**src/include/epd_pkg.sv**
```systemverilog
// Shared constants, register map and types for the external port DMA engine
package epd_pkg;

  // Datapath widths
  localparam int unsigned EPD_NCH    = 2;
  localparam int unsigned EPD_ADDR_W = 32;
  localparam int unsigned EPD_CNT_W  = 16;
  localparam int unsigned EPD_TAP_W  = 27;
  localparam int unsigned EPD_PEND_W = 8;
  localparam int unsigned EPD_PADDR_W = 8;

  // Register map: channel c sits at c * stride, arbitration word on its own
  localparam logic [7:0] EPD_CH_STRIDE   = 8'h40;
  localparam logic [5:0] EPD_OFF_CTRL    = 6'h00;
  localparam logic [5:0] EPD_OFF_EXT_IDX = 6'h04;
  localparam logic [5:0] EPD_OFF_EXT_MOD = 6'h08;
  localparam logic [5:0] EPD_OFF_INT_CNT = 6'h0c;
  localparam logic [5:0] EPD_OFF_TAP_CNT = 6'h10;
  localparam logic [5:0] EPD_OFF_TAP_PTR = 6'h14;
  localparam logic [5:0] EPD_OFF_RD_IDX  = 6'h18;
  localparam logic [5:0] EPD_OFF_RD_MOD  = 6'h1c;
  localparam logic [5:0] EPD_OFF_RD_CNT  = 6'h20;
  localparam logic [5:0] EPD_OFF_CHAIN   = 6'h24;
  localparam logic [5:0] EPD_OFF_STATUS  = 6'h28;
  localparam logic [7:0] EPD_OFF_ARB     = 8'h80;

  // Status word bit positions
  localparam int unsigned EPD_ST_BUSY  = 0;
  localparam int unsigned EPD_ST_EXTB  = 1;
  localparam int unsigned EPD_ST_PHASE = 2;
  localparam int unsigned EPD_ST_DONE  = 3;

  // Transfer modes
  typedef enum logic [1:0] {
    EPD_MODE_STD = 2'h0,
    EPD_MODE_SG  = 2'h1,
    EPD_MODE_DLY = 2'h2,
    EPD_MODE_RSV = 2'h3
  } epd_mode_t;

  // Channel sequencer states, one-hot
  typedef enum logic [3:0] {
    EPD_ST_IDLE  = 4'h1,
    EPD_ST_FETCH = 4'h2,
    EPD_ST_ISSUE = 4'h4,
    EPD_ST_DRAIN = 4'h8
  } epd_state_t;

  // Channel control word, bit 6 down to bit 0
  typedef struct packed {
    logic      i2i;
    logic      pci;
    logic      icsel;
    logic      extwr;
    epd_mode_t mode;
    logic      en;
  } epd_ctrl_t;

  localparam logic [6:0] EPD_CTRL_RST = 7'h00;

  // One external access toward the memory interfaces
  typedef struct packed {
    logic                  valid;
    logic                  chan;
    logic                  write;
    logic [EPD_ADDR_W-1:0] addr;
  } epd_ext_req_t;

endpackage

```
**src/epd_dma.sv**
```systemverilog
// External port DMA engine: tap-list addressing, channel arbitration, completion events
`timescale 1ns/10ps

// Summary of operation
// [RULE1] Delay-line reads pre-modify, index register untouched
// [RULE2] Modifier register ignored during delay-line reads
// [RULE3] Access ends when block and tap counts zero
// [RULE4] Delay-line interrupt only after read phase
// [RULE5] Software sets up via descriptor, zero chain
// [RULE6] Tap starts N reads, base+tap+modifier*k
// [RULE7] Both ready: first stage picks one channel
// [RULE8] Fixed priority: channel 0 wins
// [RULE9] Channel 0 internal-only: channel 1 wins
// [RULE10] One combined group request to arbiter
// [RULE11] One interrupt per channel, nine and thirteen
// [RULE12] Scatter/gather interrupt after all tap accesses
// [RULE13] Internal-completion select: interrupt on internal side
// [RULE14] Software checks external busy before disabling
// [RULE15] Default mode: external writes done first
// [RULE16] External reads: interrupt after internal writes
// [RULE17] Chain: per-descriptor bit picks interrupt moments
// [RULE18] Same per-descriptor choice for tap-list chains
// [RULE19] Software checks memory interface before shutdown
// [RULE20] Mid-transfer disable: interrupts not dependable
// [RULE21] Delay reads counted by read count, read index
// [RULE22] Tap entries are signed offsets from memory
// [RULE23] Rotating: last winner gets lowest priority
module epd_dma
  import epd_pkg::*;
#(
  parameter int unsigned PEND_W = EPD_PEND_W
)(
  input  wire logic                       pclk,
  input  wire logic                       presetn,
  input  wire logic                       psel,
  input  wire logic                       penable,
  input  wire logic                       pwrite,
  input  wire logic [EPD_PADDR_W-1:0]     paddr,
  input  wire logic [31:0]                pwdata,
  output logic      [31:0]                prdata,
  output logic                            pready,
  output logic                            pslverr,
  output logic                            group_req,
  input  wire logic                       group_gnt,
  output epd_pkg::epd_ext_req_t           ext_req,
  input  wire logic [1:0]                 int_ack,
  input  wire logic [1:0]                 ext_ack,
  output logic      [1:0]                 tap_req,
  output logic      [1:0][EPD_ADDR_W-1:0] tap_addr,
  input  wire logic [1:0]                 tap_valid,
  input  wire logic [EPD_TAP_W-1:0]       tap_data,
  output logic                            prog_irq_nine,
  output logic                            prog_irq_thirteen
);
  import epd_pkg::*;

  // Software-visible registers
  epd_ctrl_t             ctrl_q      [EPD_NCH];
  logic [EPD_ADDR_W-1:0] ext_index_q [EPD_NCH];
  logic [EPD_ADDR_W-1:0] ext_mod_q   [EPD_NCH];
  logic [EPD_CNT_W-1:0]  int_cnt_q   [EPD_NCH];
  logic [EPD_CNT_W-1:0]  tap_cnt_q   [EPD_NCH];
  logic [EPD_ADDR_W-1:0] tap_ptr_q   [EPD_NCH];
  logic [EPD_ADDR_W-1:0] rd_index_q  [EPD_NCH];
  logic [EPD_ADDR_W-1:0] rd_mod_q    [EPD_NCH];
  logic [EPD_CNT_W-1:0]  rd_cnt_q    [EPD_NCH];
  logic [EPD_ADDR_W-1:0] chain_q     [EPD_NCH];
  logic [1:0]            done_q;
  logic                  rot_q;

  // Sequencer working state
  epd_state_t            state_q     [EPD_NCH];
  logic [1:0]            phase_q;
  logic [EPD_CNT_W-1:0]  blk_left_q  [EPD_NCH];
  logic [EPD_CNT_W-1:0]  tap_left_q  [EPD_NCH];
  logic [EPD_ADDR_W-1:0] tp_q        [EPD_NCH];
  logic [EPD_ADDR_W-1:0] tap_off_q   [EPD_NCH];
  logic [EPD_ADDR_W-1:0] acc_q       [EPD_NCH];
  logic [PEND_W-1:0]     int_pend_q  [EPD_NCH];
  logic [PEND_W-1:0]     ext_pend_q  [EPD_NCH];
  logic [1:0]            irq_q;
  logic [1:0]            tap_req_q;
  logic [1:0][EPD_ADDR_W-1:0] tap_addr_q;

  // Bus and arbitration state
  logic                  last_q;
  logic                  group_req_q;
  epd_ext_req_t          ext_req_q;
  logic [31:0]           prdata_q;
  logic                  pready_q;
  logic                  pslverr_q;

  // Combinational helpers
  logic [1:0]            ready;
  logic                  win;
  logic                  issue;
  logic [1:0]            fire;
  logic [1:0]            tap_rd;
  logic [1:0]            dly;
  logic [EPD_ADDR_W-1:0] acc_n       [EPD_NCH];
  logic [EPD_ADDR_W-1:0] addr_c      [EPD_NCH];
  logic [1:0]            wr_c;
  logic                  wr_en;
  logic                  wch;
  logic [5:0]            woff;
  logic [31:0]           rdata_d;
  logic                  err_d;

  // Widen a one-bit event for the pending counters
  function automatic logic [PEND_W-1:0] bit_w(input logic b);
    bit_w = {{(PEND_W-1){1'b0}}, b};
  endfunction

  // Address is a word inside a channel block or the arbitration word
  function automatic logic addr_ok(input logic [EPD_PADDR_W-1:0] a);
    addr_ok = (a[1:0] == 2'h0) &&
              ((a == EPD_OFF_ARB) || (!a[7] && (a[5:0] <= EPD_OFF_STATUS)));
  endfunction

  assign wr_en = psel && penable && pready_q && pwrite && !pslverr_q;
  assign wch   = paddr[6];
  assign woff  = paddr[5:0];

  // Read mux, evaluated in the setup cycle so data is ready for the access
  always_comb
  begin
    rdata_d = 32'h0000_0000;
    err_d   = !addr_ok(paddr);
    if (paddr == EPD_OFF_ARB)
      rdata_d = {31'h0000_0000, rot_q};
    else if (!err_d)
    begin
      case (woff)
        EPD_OFF_CTRL:    rdata_d = {25'h000_0000, ctrl_q[wch]};
        EPD_OFF_EXT_IDX: rdata_d = ext_index_q[wch];
        EPD_OFF_EXT_MOD: rdata_d = ext_mod_q[wch];
        EPD_OFF_INT_CNT: rdata_d = {16'h0000, int_cnt_q[wch]};
        EPD_OFF_TAP_CNT: rdata_d = {16'h0000, tap_cnt_q[wch]};
        EPD_OFF_TAP_PTR: rdata_d = tap_ptr_q[wch];
        EPD_OFF_RD_IDX:  rdata_d = rd_index_q[wch];
        EPD_OFF_RD_MOD:  rdata_d = rd_mod_q[wch];
        EPD_OFF_RD_CNT:  rdata_d = {16'h0000, rd_cnt_q[wch]};
        EPD_OFF_CHAIN:   rdata_d = chain_q[wch];
        EPD_OFF_STATUS:
        begin
          rdata_d[EPD_ST_BUSY]  = (state_q[wch] != EPD_ST_IDLE);
          // External busy flag: accesses still owed by the memory side
          rdata_d[EPD_ST_EXTB]  = (ext_pend_q[wch] != '0);
          rdata_d[EPD_ST_PHASE] = phase_q[wch];
          rdata_d[EPD_ST_DONE]  = done_q[wch];
        end
        default:         rdata_d = 32'h0000_0000;
      endcase
    end
  end

  // APB handshake: zero wait states, answer registered in setup cycle
  always_ff @(posedge pclk or negedge presetn)
  begin
    if (!presetn)
    begin
      pready_q  <= 1'b0;
      pslverr_q <= 1'b0;
      prdata_q  <= 32'h0000_0000;
    end
    else
    begin
      pready_q  <= psel && !penable;
      pslverr_q <= psel && !penable && err_d;
      prdata_q  <= (psel && !penable && !pwrite) ? rdata_d : 32'h0000_0000;
    end
  end

  // Per-channel address forming
  always_comb
  begin
    for (int c = 0; c < EPD_NCH; c++)
    begin
      dly[c]    = (ctrl_q[c].mode == EPD_MODE_DLY);
      tap_rd[c] = (ctrl_q[c].mode == EPD_MODE_SG) || (dly[c] && phase_q[c]);
      // [RULE2] read modifier replaces ext modifier
      acc_n[c]  = acc_q[c] + ((dly[c] && phase_q[c]) ? rd_mod_q[c] : ext_mod_q[c]);
      // [RULE6] base plus tap plus modifier times k
      addr_c[c] = tap_rd[c] ?
                  (((dly[c] && phase_q[c]) ? rd_index_q[c] : ext_index_q[c])
                   + tap_off_q[c] + acc_n[c]) :
                  ext_index_q[c];
      wr_c[c]   = dly[c] ? !phase_q[c] : ctrl_q[c].extwr;
    end
  end

  // First arbitration stage between the two channels
  always_comb
  begin
    for (int c = 0; c < EPD_NCH; c++)
      ready[c] = (state_q[c] == EPD_ST_ISSUE) && ctrl_q[c].en;
    win = ready[1] && !ready[0];
    // [RULE7] pick one when both ready
    if (ready == 2'b11)
    begin
      if (rot_q)
        // [RULE23] last winner goes last
        win = !last_q;
      else
        // [RULE8] [RULE9] channel 0 first unless internal-only
        win = ctrl_q[0].i2i;
    end
    issue = group_gnt && (ready != 2'b00);
    fire  = issue ? (win ? 2'b10 : 2'b01) : 2'b00;
  end

  // Group request and the external access strobe
  always_ff @(posedge pclk or negedge presetn)
  begin
    if (!presetn)
    begin
      group_req_q <= 1'b0;
      last_q      <= 1'b1;
      ext_req_q   <= '0;
    end
    else
    begin
      // [RULE10] one request for the pair
      group_req_q     <= (ready != 2'b00) && !issue;
      ext_req_q.valid <= issue;
      ext_req_q.chan  <= win;
      ext_req_q.write <= wr_c[win];
      ext_req_q.addr  <= addr_c[win];
      if (issue)
        last_q <= win;
    end
  end

  // Registers, sequencers and completion tracking
  always_ff @(posedge pclk or negedge presetn)
  begin
    if (!presetn)
    begin
      rot_q     <= 1'b0;
      done_q    <= 2'b00;
      phase_q   <= 2'b00;
      irq_q     <= 2'b00;
      tap_req_q <= 2'b00;
      tap_addr_q <= '0;
      for (int c = 0; c < EPD_NCH; c++)
      begin
        ctrl_q[c]      <= EPD_CTRL_RST;
        ext_index_q[c] <= '0;
        ext_mod_q[c]   <= '0;
        int_cnt_q[c]   <= '0;
        tap_cnt_q[c]   <= '0;
        tap_ptr_q[c]   <= '0;
        rd_index_q[c]  <= '0;
        rd_mod_q[c]    <= '0;
        rd_cnt_q[c]    <= '0;
        chain_q[c]     <= '0;
        state_q[c]     <= EPD_ST_IDLE;
        blk_left_q[c]  <= '0;
        tap_left_q[c]  <= '0;
        tp_q[c]        <= '0;
        tap_off_q[c]   <= '0;
        acc_q[c]       <= '0;
        int_pend_q[c]  <= '0;
        ext_pend_q[c]  <= '0;
      end
    end
    else
    begin
      irq_q <= 2'b00;
      if (wr_en && (paddr == EPD_OFF_ARB))
        rot_q <= pwdata[0];
      for (int c = 0; c < EPD_NCH; c++)
      begin
        // Software writes; hardware updates below take precedence
        if (wr_en && !paddr[7] && (wch == c[0]))
        begin
          case (woff)
            EPD_OFF_CTRL:    ctrl_q[c]      <= pwdata[6:0];
            EPD_OFF_EXT_IDX: ext_index_q[c] <= pwdata;
            EPD_OFF_EXT_MOD: ext_mod_q[c]   <= pwdata;
            EPD_OFF_INT_CNT: int_cnt_q[c]   <= pwdata[EPD_CNT_W-1:0];
            EPD_OFF_TAP_CNT: tap_cnt_q[c]   <= pwdata[EPD_CNT_W-1:0];
            EPD_OFF_TAP_PTR: tap_ptr_q[c]   <= pwdata;
            EPD_OFF_RD_IDX:  rd_index_q[c]  <= pwdata;
            EPD_OFF_RD_MOD:  rd_mod_q[c]    <= pwdata;
            EPD_OFF_RD_CNT:  rd_cnt_q[c]    <= pwdata[EPD_CNT_W-1:0];
            EPD_OFF_CHAIN:   chain_q[c]     <= pwdata;
            EPD_OFF_STATUS:  if (pwdata[EPD_ST_DONE]) done_q[c] <= 1'b0;
            default:         ;
          endcase
        end

        // Outstanding accesses; internal-only channels owe no external ack
        int_pend_q[c] <= int_pend_q[c] + bit_w(fire[c]) - bit_w(int_ack[c]);
        ext_pend_q[c] <= ext_pend_q[c] + bit_w(fire[c] && !ctrl_q[c].i2i)
                         - bit_w(ext_ack[c] && !ctrl_q[c].i2i);

        case (state_q[c])
          EPD_ST_IDLE:
          begin
            tap_req_q[c] <= 1'b0;
            if (ctrl_q[c].en)
            begin
              phase_q[c]    <= 1'b0;
              acc_q[c]      <= '0;
              tp_q[c]       <= tap_ptr_q[c];
              tap_left_q[c] <= tap_cnt_q[c];
              blk_left_q[c] <= int_cnt_q[c];
              if ((int_cnt_q[c] == '0) ||
                  ((ctrl_q[c].mode == EPD_MODE_SG) && (tap_cnt_q[c] == '0)))
                state_q[c] <= EPD_ST_DRAIN;
              else if (ctrl_q[c].mode == EPD_MODE_SG)
                state_q[c] <= EPD_ST_FETCH;
              else
                state_q[c] <= EPD_ST_ISSUE;
            end
          end
          EPD_ST_FETCH:
          begin
            if (tap_req_q[c] && tap_valid[c])
            begin
              tap_req_q[c]  <= 1'b0;
              // [RULE22] signed tap offset from list
              tap_off_q[c]  <= {{(EPD_ADDR_W-EPD_TAP_W){tap_data[EPD_TAP_W-1]}}, tap_data};
              tp_q[c]       <= tp_q[c] + 32'h0000_0001;
              tap_left_q[c] <= tap_left_q[c] - 16'h0001;
              acc_q[c]      <= '0;
              // [RULE21] read phase counted by read count
              blk_left_q[c] <= phase_q[c] ? rd_cnt_q[c] : int_cnt_q[c];
              state_q[c]    <= EPD_ST_ISSUE;
            end
            else
            begin
              tap_req_q[c]     <= 1'b1;
              tap_addr_q[c]    <= tp_q[c];
            end
          end
          EPD_ST_ISSUE:
          begin
            if (fire[c])
            begin
              blk_left_q[c] <= blk_left_q[c] - 16'h0001;
              if (tap_rd[c])
                // [RULE1] pre-modify, index register left alone
                acc_q[c] <= acc_n[c];
              else
                ext_index_q[c] <= ext_index_q[c] + ext_mod_q[c];
              if (blk_left_q[c] == 16'h0001)
              begin
                if (tap_rd[c])
                  // [RULE3] last block of last tap ends access
                  state_q[c] <= (tap_left_q[c] == '0) ? EPD_ST_DRAIN : EPD_ST_FETCH;
                else if (dly[c])
                begin
                  // [RULE21] reads start where writes ended
                  phase_q[c]    <= 1'b1;
                  rd_index_q[c] <= ext_index_q[c] + ext_mod_q[c];
                  tp_q[c]       <= tap_ptr_q[c];
                  tap_left_q[c] <= tap_cnt_q[c];
                  state_q[c]    <= ((tap_cnt_q[c] == '0) || (rd_cnt_q[c] == '0)) ?
                                   EPD_ST_DRAIN : EPD_ST_FETCH;
                end
                else
                  state_q[c] <= EPD_ST_DRAIN;
              end
            end
          end
          EPD_ST_DRAIN:
          begin
            // [RULE13] [RULE15] [RULE16] completion point by select bit
            if ((int_pend_q[c] == '0) && (ctrl_q[c].icsel || (ext_pend_q[c] == '0)))
            begin
              // [RULE4] [RULE12] [RULE17] [RULE18] chain end or per-descriptor bit
              irq_q[c]     <= (chain_q[c] == '0) || ctrl_q[c].pci;
              done_q[c]    <= 1'b1;
              ctrl_q[c].en <= 1'b0;
              state_q[c]   <= EPD_ST_IDLE;
            end
          end
          default:
            state_q[c] <= EPD_ST_IDLE;
        endcase

        // Disable aborts the sequence without a completion event
        if (!ctrl_q[c].en && (state_q[c] != EPD_ST_IDLE))
        begin
          state_q[c]   <= EPD_ST_IDLE;
          tap_req_q[c] <= 1'b0;
        end
      end
    end
  end

  // Outputs straight from flops
  assign prdata    = prdata_q;
  assign pready    = pready_q;
  assign pslverr   = pslverr_q;
  assign group_req = group_req_q;
  assign ext_req   = ext_req_q;
  assign tap_req   = tap_req_q;
  assign tap_addr  = tap_addr_q;
  // [RULE11] channel 0 on nine, channel 1 on thirteen
  assign prog_irq_nine     = irq_q[0];
  assign prog_irq_thirteen = irq_q[1];

endmodule // epd_dma

```
**config.mk**
```make
export PLATFORM = sky130hd
export DESIGN_NAME = epd_dma
export DESIGN_NICKNAME = d
export VERILOG_FILES = /design/src/include/epd_pkg.sv /design/src/epd_dma.sv
export SDC_FILE = /design/constraint.sdc
export NUM_CORES = 2
export LEC_CHECK = 0
export CORE_UTILIZATION = 60
export DETAILED_ROUTE_END_ITERATION = 8
export DONT_BUFFER_PORTS = 1
export GPL_TIMING_DRIVEN = 0
export PLACE_DENSITY_LB_ADDON = 0.12
export SYNTH_ARGS = -nofsm -noshare
export SYNTH_HDL_FRONTEND = slang
export SYNTH_SLANG_ARGS = --single-unit
```
**constraint.sdc**
```tcl
create_clock -name pclk -period 8.31 [get_ports pclk]
set_input_delay 1.662 -clock pclk [delete_from_list [all_inputs] [get_ports pclk]]
set_output_delay 1.662 -clock pclk [all_outputs]
set_load 0.03 [all_outputs]
```
==> qor.yml <==
num_vias: 50400
yosys.area.top_type_share_pct: 41.2
gp_congestion: 1.08
r2r_slack_ps: -0.9
worst_path_max_delay_cell: "clkbuf_1"
cts_root_buf: "clkbuf_16"
num_rows: 111
grt_antenna_before_repair: 41
wirelength_microns: 248000
numPlacedInstances: 6805
globalRoute.totalOverflow: 0
drtAntennaViolNets: 0
synth_area_leaders: "dfrtp_1 (41%), mux2_2 (12%), ha_1 (5.5%)"
min_period_over_period_pct: 100
dieArea_sq_um: 94500
use_met1_pct: 62.7
critPathLaunchType: "flip-flop"
cts-buffers-inserted: 101
avgViaCountPerCell: 7.14
fillers: 7303
finalHoldViolCount: 0
die_w_microns: 307
ys_seq_area_share_pct: 41.3
post_dp_cell_area_sq_um: 57500
drc: 7
path_class: "reg -> reg"
htree_levels: 3
cts_tree: "built"
holdCritStartpoint: "last_q"
drt_iter0_drc: 7787
grt-busiest-layer: "met2"
clkSinkCount: 924
grt_pass1_vias: 47600
start_util_pct: 60.8
ios: 217
hpwl_microns: 187000
r2r-start: "phase_q[1]"
setup_ws_ps: -0.914
violations: "DRC, capacitance limit, slew limit, setup timing"
p_sw_share_pct: 26.8
holdPathEnd: "last_q"
die_h_microns: 307
multi_input_area_sq_um: 31100
dr.pass1.iters: 9
core_sq_um: 92100
grt_pass1_wl_microns: 348000
clkPwrFrac_pct: 44.9
slew_violations: 823
endpoint_kind: "flip-flop"
r2r_cells: 26
post-route-cell-area_sq_um: 61300
drive_gt1_share_pct: 16.1
grt_use_met2_pct: 75.1
clkTransAtPathRegs_ps: 70
use_met3_pct: 19.3
grt_max_degree: 925
path_max_fanout: 10
synth-main-ff-cell: "dfrtp_1"
min_path_cells: 2
crit_path_max_incr_delay_ps: 690
clk-insertion-delay-late_ps: 730
wl_per_cell_microns: 35.1
status: "finished, violations left"
crit_required_ps: 8910
switchingPower_uw: 2930
setup_tns_ps: -0.914
seq_area_sq_um: 23100
synth_top_cell_by_area: "dfrtp_1"
setup_viol: 1
irDropWorstVdd_uv: 185
tightest_slew_ps: 5600
cellPowerDensity_nw_per_um2: 178
clock_path_buffers: 3
slew_headroom_pct: -273
hold_path.class: "reg -> reg"
synth_edf_count: 0
seqPwrFrac_pct: 44.7
instances_no_fill: 7056
hold_ws_ps: 469
comb_power_share_pct: 10.4
worst_ep_arrival_time_ps: 8910
syn_nets: 5956
reg2reg_to: "ext_req[30]"
synth_seq_cells: 924
area_delta_synth_final_pct: 9.59
power.internal_uw: 8000
maxCapViolations: 3
synth.avg_cell_area_sq_um: 10.1
synthArstFlopShare_pct: 100
yosysWarningCount: 0
clock_skew_ps: 36.3
synth_cells: 5561
syn-cell-area_sq_um: 56000
yosys.cell_types.count: 110
fmax_mhz: 120
grt_use_total_pct: 52.0
fin_crit_ps: 8310
numPortBuffers: 0
p_leak_uw: 0.0296
finalNetCount: 6063
rsz0062_at_grt: "true"
## cell families after synthesis
| logic type | synth area share (%) |
|---|---|
| flip-flops | 41.3 |
| XOR/XNOR | 2.98 |
| adder cells (fa/ha/maj) | 8.03 |
| multiplexers | 15.4 |
| AO/OA/AOI/OAI | 17.2 |
| AND/OR/NAND/NOR | 11.8 |
| buffers and inverters | 3.25 |
## final cells by class
| cell class | instances | area share, % |
|---|---|---|
| multi-input combinational | 4177 | 50.6 |
| sequential | 924 | 37.7 |
| inverter | 125 | 0.765 |
| clock buffer | 139 | 4.67 |
| timing repair buffer | 4 | 0.0632 |
| clock inverter | 51 | 1.16 |
| buffer | 335 | 2.23 |
| tap | 1243 | 2.54 |
| antenna | 58 | 0.237 |
## critical path, delay by kind of cell, from the launching register on
kind,cells,cell delay (ps)
xor gates and xnor gates,1,220
muxes,1,460
buffers and inverters,3,1360
adders and majority gates,3,1110
AOI/OAI and AO/OA,11,2720
DFF,1,520
and+or+nand+nor,7,1790
## metal layers
layer	up-vias	wire length, microns
met5	-	157
met4	24	24400
met3	1109	32700
met2	3935	103000
met1	24600	87600
li1	20700	-
## worst max path at each step
stage	start	to	slack, ps	depth (start not counted)
floorplan	ctrl_q[9]	ext_req[31]	1960	28
global placement	phase_q[1]	ext_req[30]	-440	28
detailed placement	phase_q[1]	ext_req[30]	-420	28
CTS	ctrl_q[9]	ext_req[24]	20	22
global route	phase_q[1]	ext_req[30]	-190	26
finish	phase_q[1]	ext_req[30]	-0.9	26
## cell usage after synthesis, drive strengths merged, types with 46 or more instances
master / count
xor2: 83
inv: 125
o21ai: 353
o22ai: 88
a221oi: 53
dfrtp: 921
nor4: 63
nor3: 99
buf: 89
mux2i: 177
clkbuf: 246
xnor2: 104
nand3: 111
nor2: 311
nand2b: 50
a211oi: 85
ha: 244
mux2: 609
fa: 72
and3: 46
nor2b: 53
a22o: 56
nand2: 478
a21o: 102
a222oi: 51
a21oi: 475
## placed cells by master, fill, tap and decap left out, drive strengths merged, types with 83 or more instances in the layout
cell    count
clkbuf    386
nor3       99
inv       128
a211oi     85
xnor2     104
mux2i     177
o21ai     353
nand2     478
xor2       83
mux2      609
buf        92
a21oi     475
nand3     111
ha        244
a21o      102
nor2      311
dfrtp     921
o22ai      88
## through the flow
stage          utilization, %  setup WS (ps)  total power, uW
6_report                 66.6         -0.914            10900
3_5_place_dp             62.5           -423             6040
3_3_place_gp             62.5           -437             5980
2_1_floorplan               -           1960             5700
4_1_cts                  66.4           18.9            10900
5_1_grt                  66.6           -186            11200
## state kept, by name (all words and copies together) (netlist names), 35 cells and up
name / flops
chain_q: 64
rd_mod_q: 64
ext_mod_q: 64
tap_ptr_q: 64
tp_q: 64
tap_off_q: 54
ext_index_q: 64
rd_index_q: 64
acc_q: 64
tap_addr: 64
ext_req: 35
## timing repair
item	CTS	global route
setup endpoints to repair	4	9
cloned	0	0
buffers inserted	0	0
hold buffers	0	0
gates resized for setup	6	16
endpoints found under the hold margin	0	0
## power by group through the flow
stage               Sequential [uW]  Clock (uW)  Combinational, uW
finish                         4880        4910               1140
floorplan                      4890           0                812
detailed placement             4950           0               1090
global route                   4900        5050               1250
CTS                            4870        4890               1110
global placement               4940           0               1040
(Power assumes the default switching activity.)
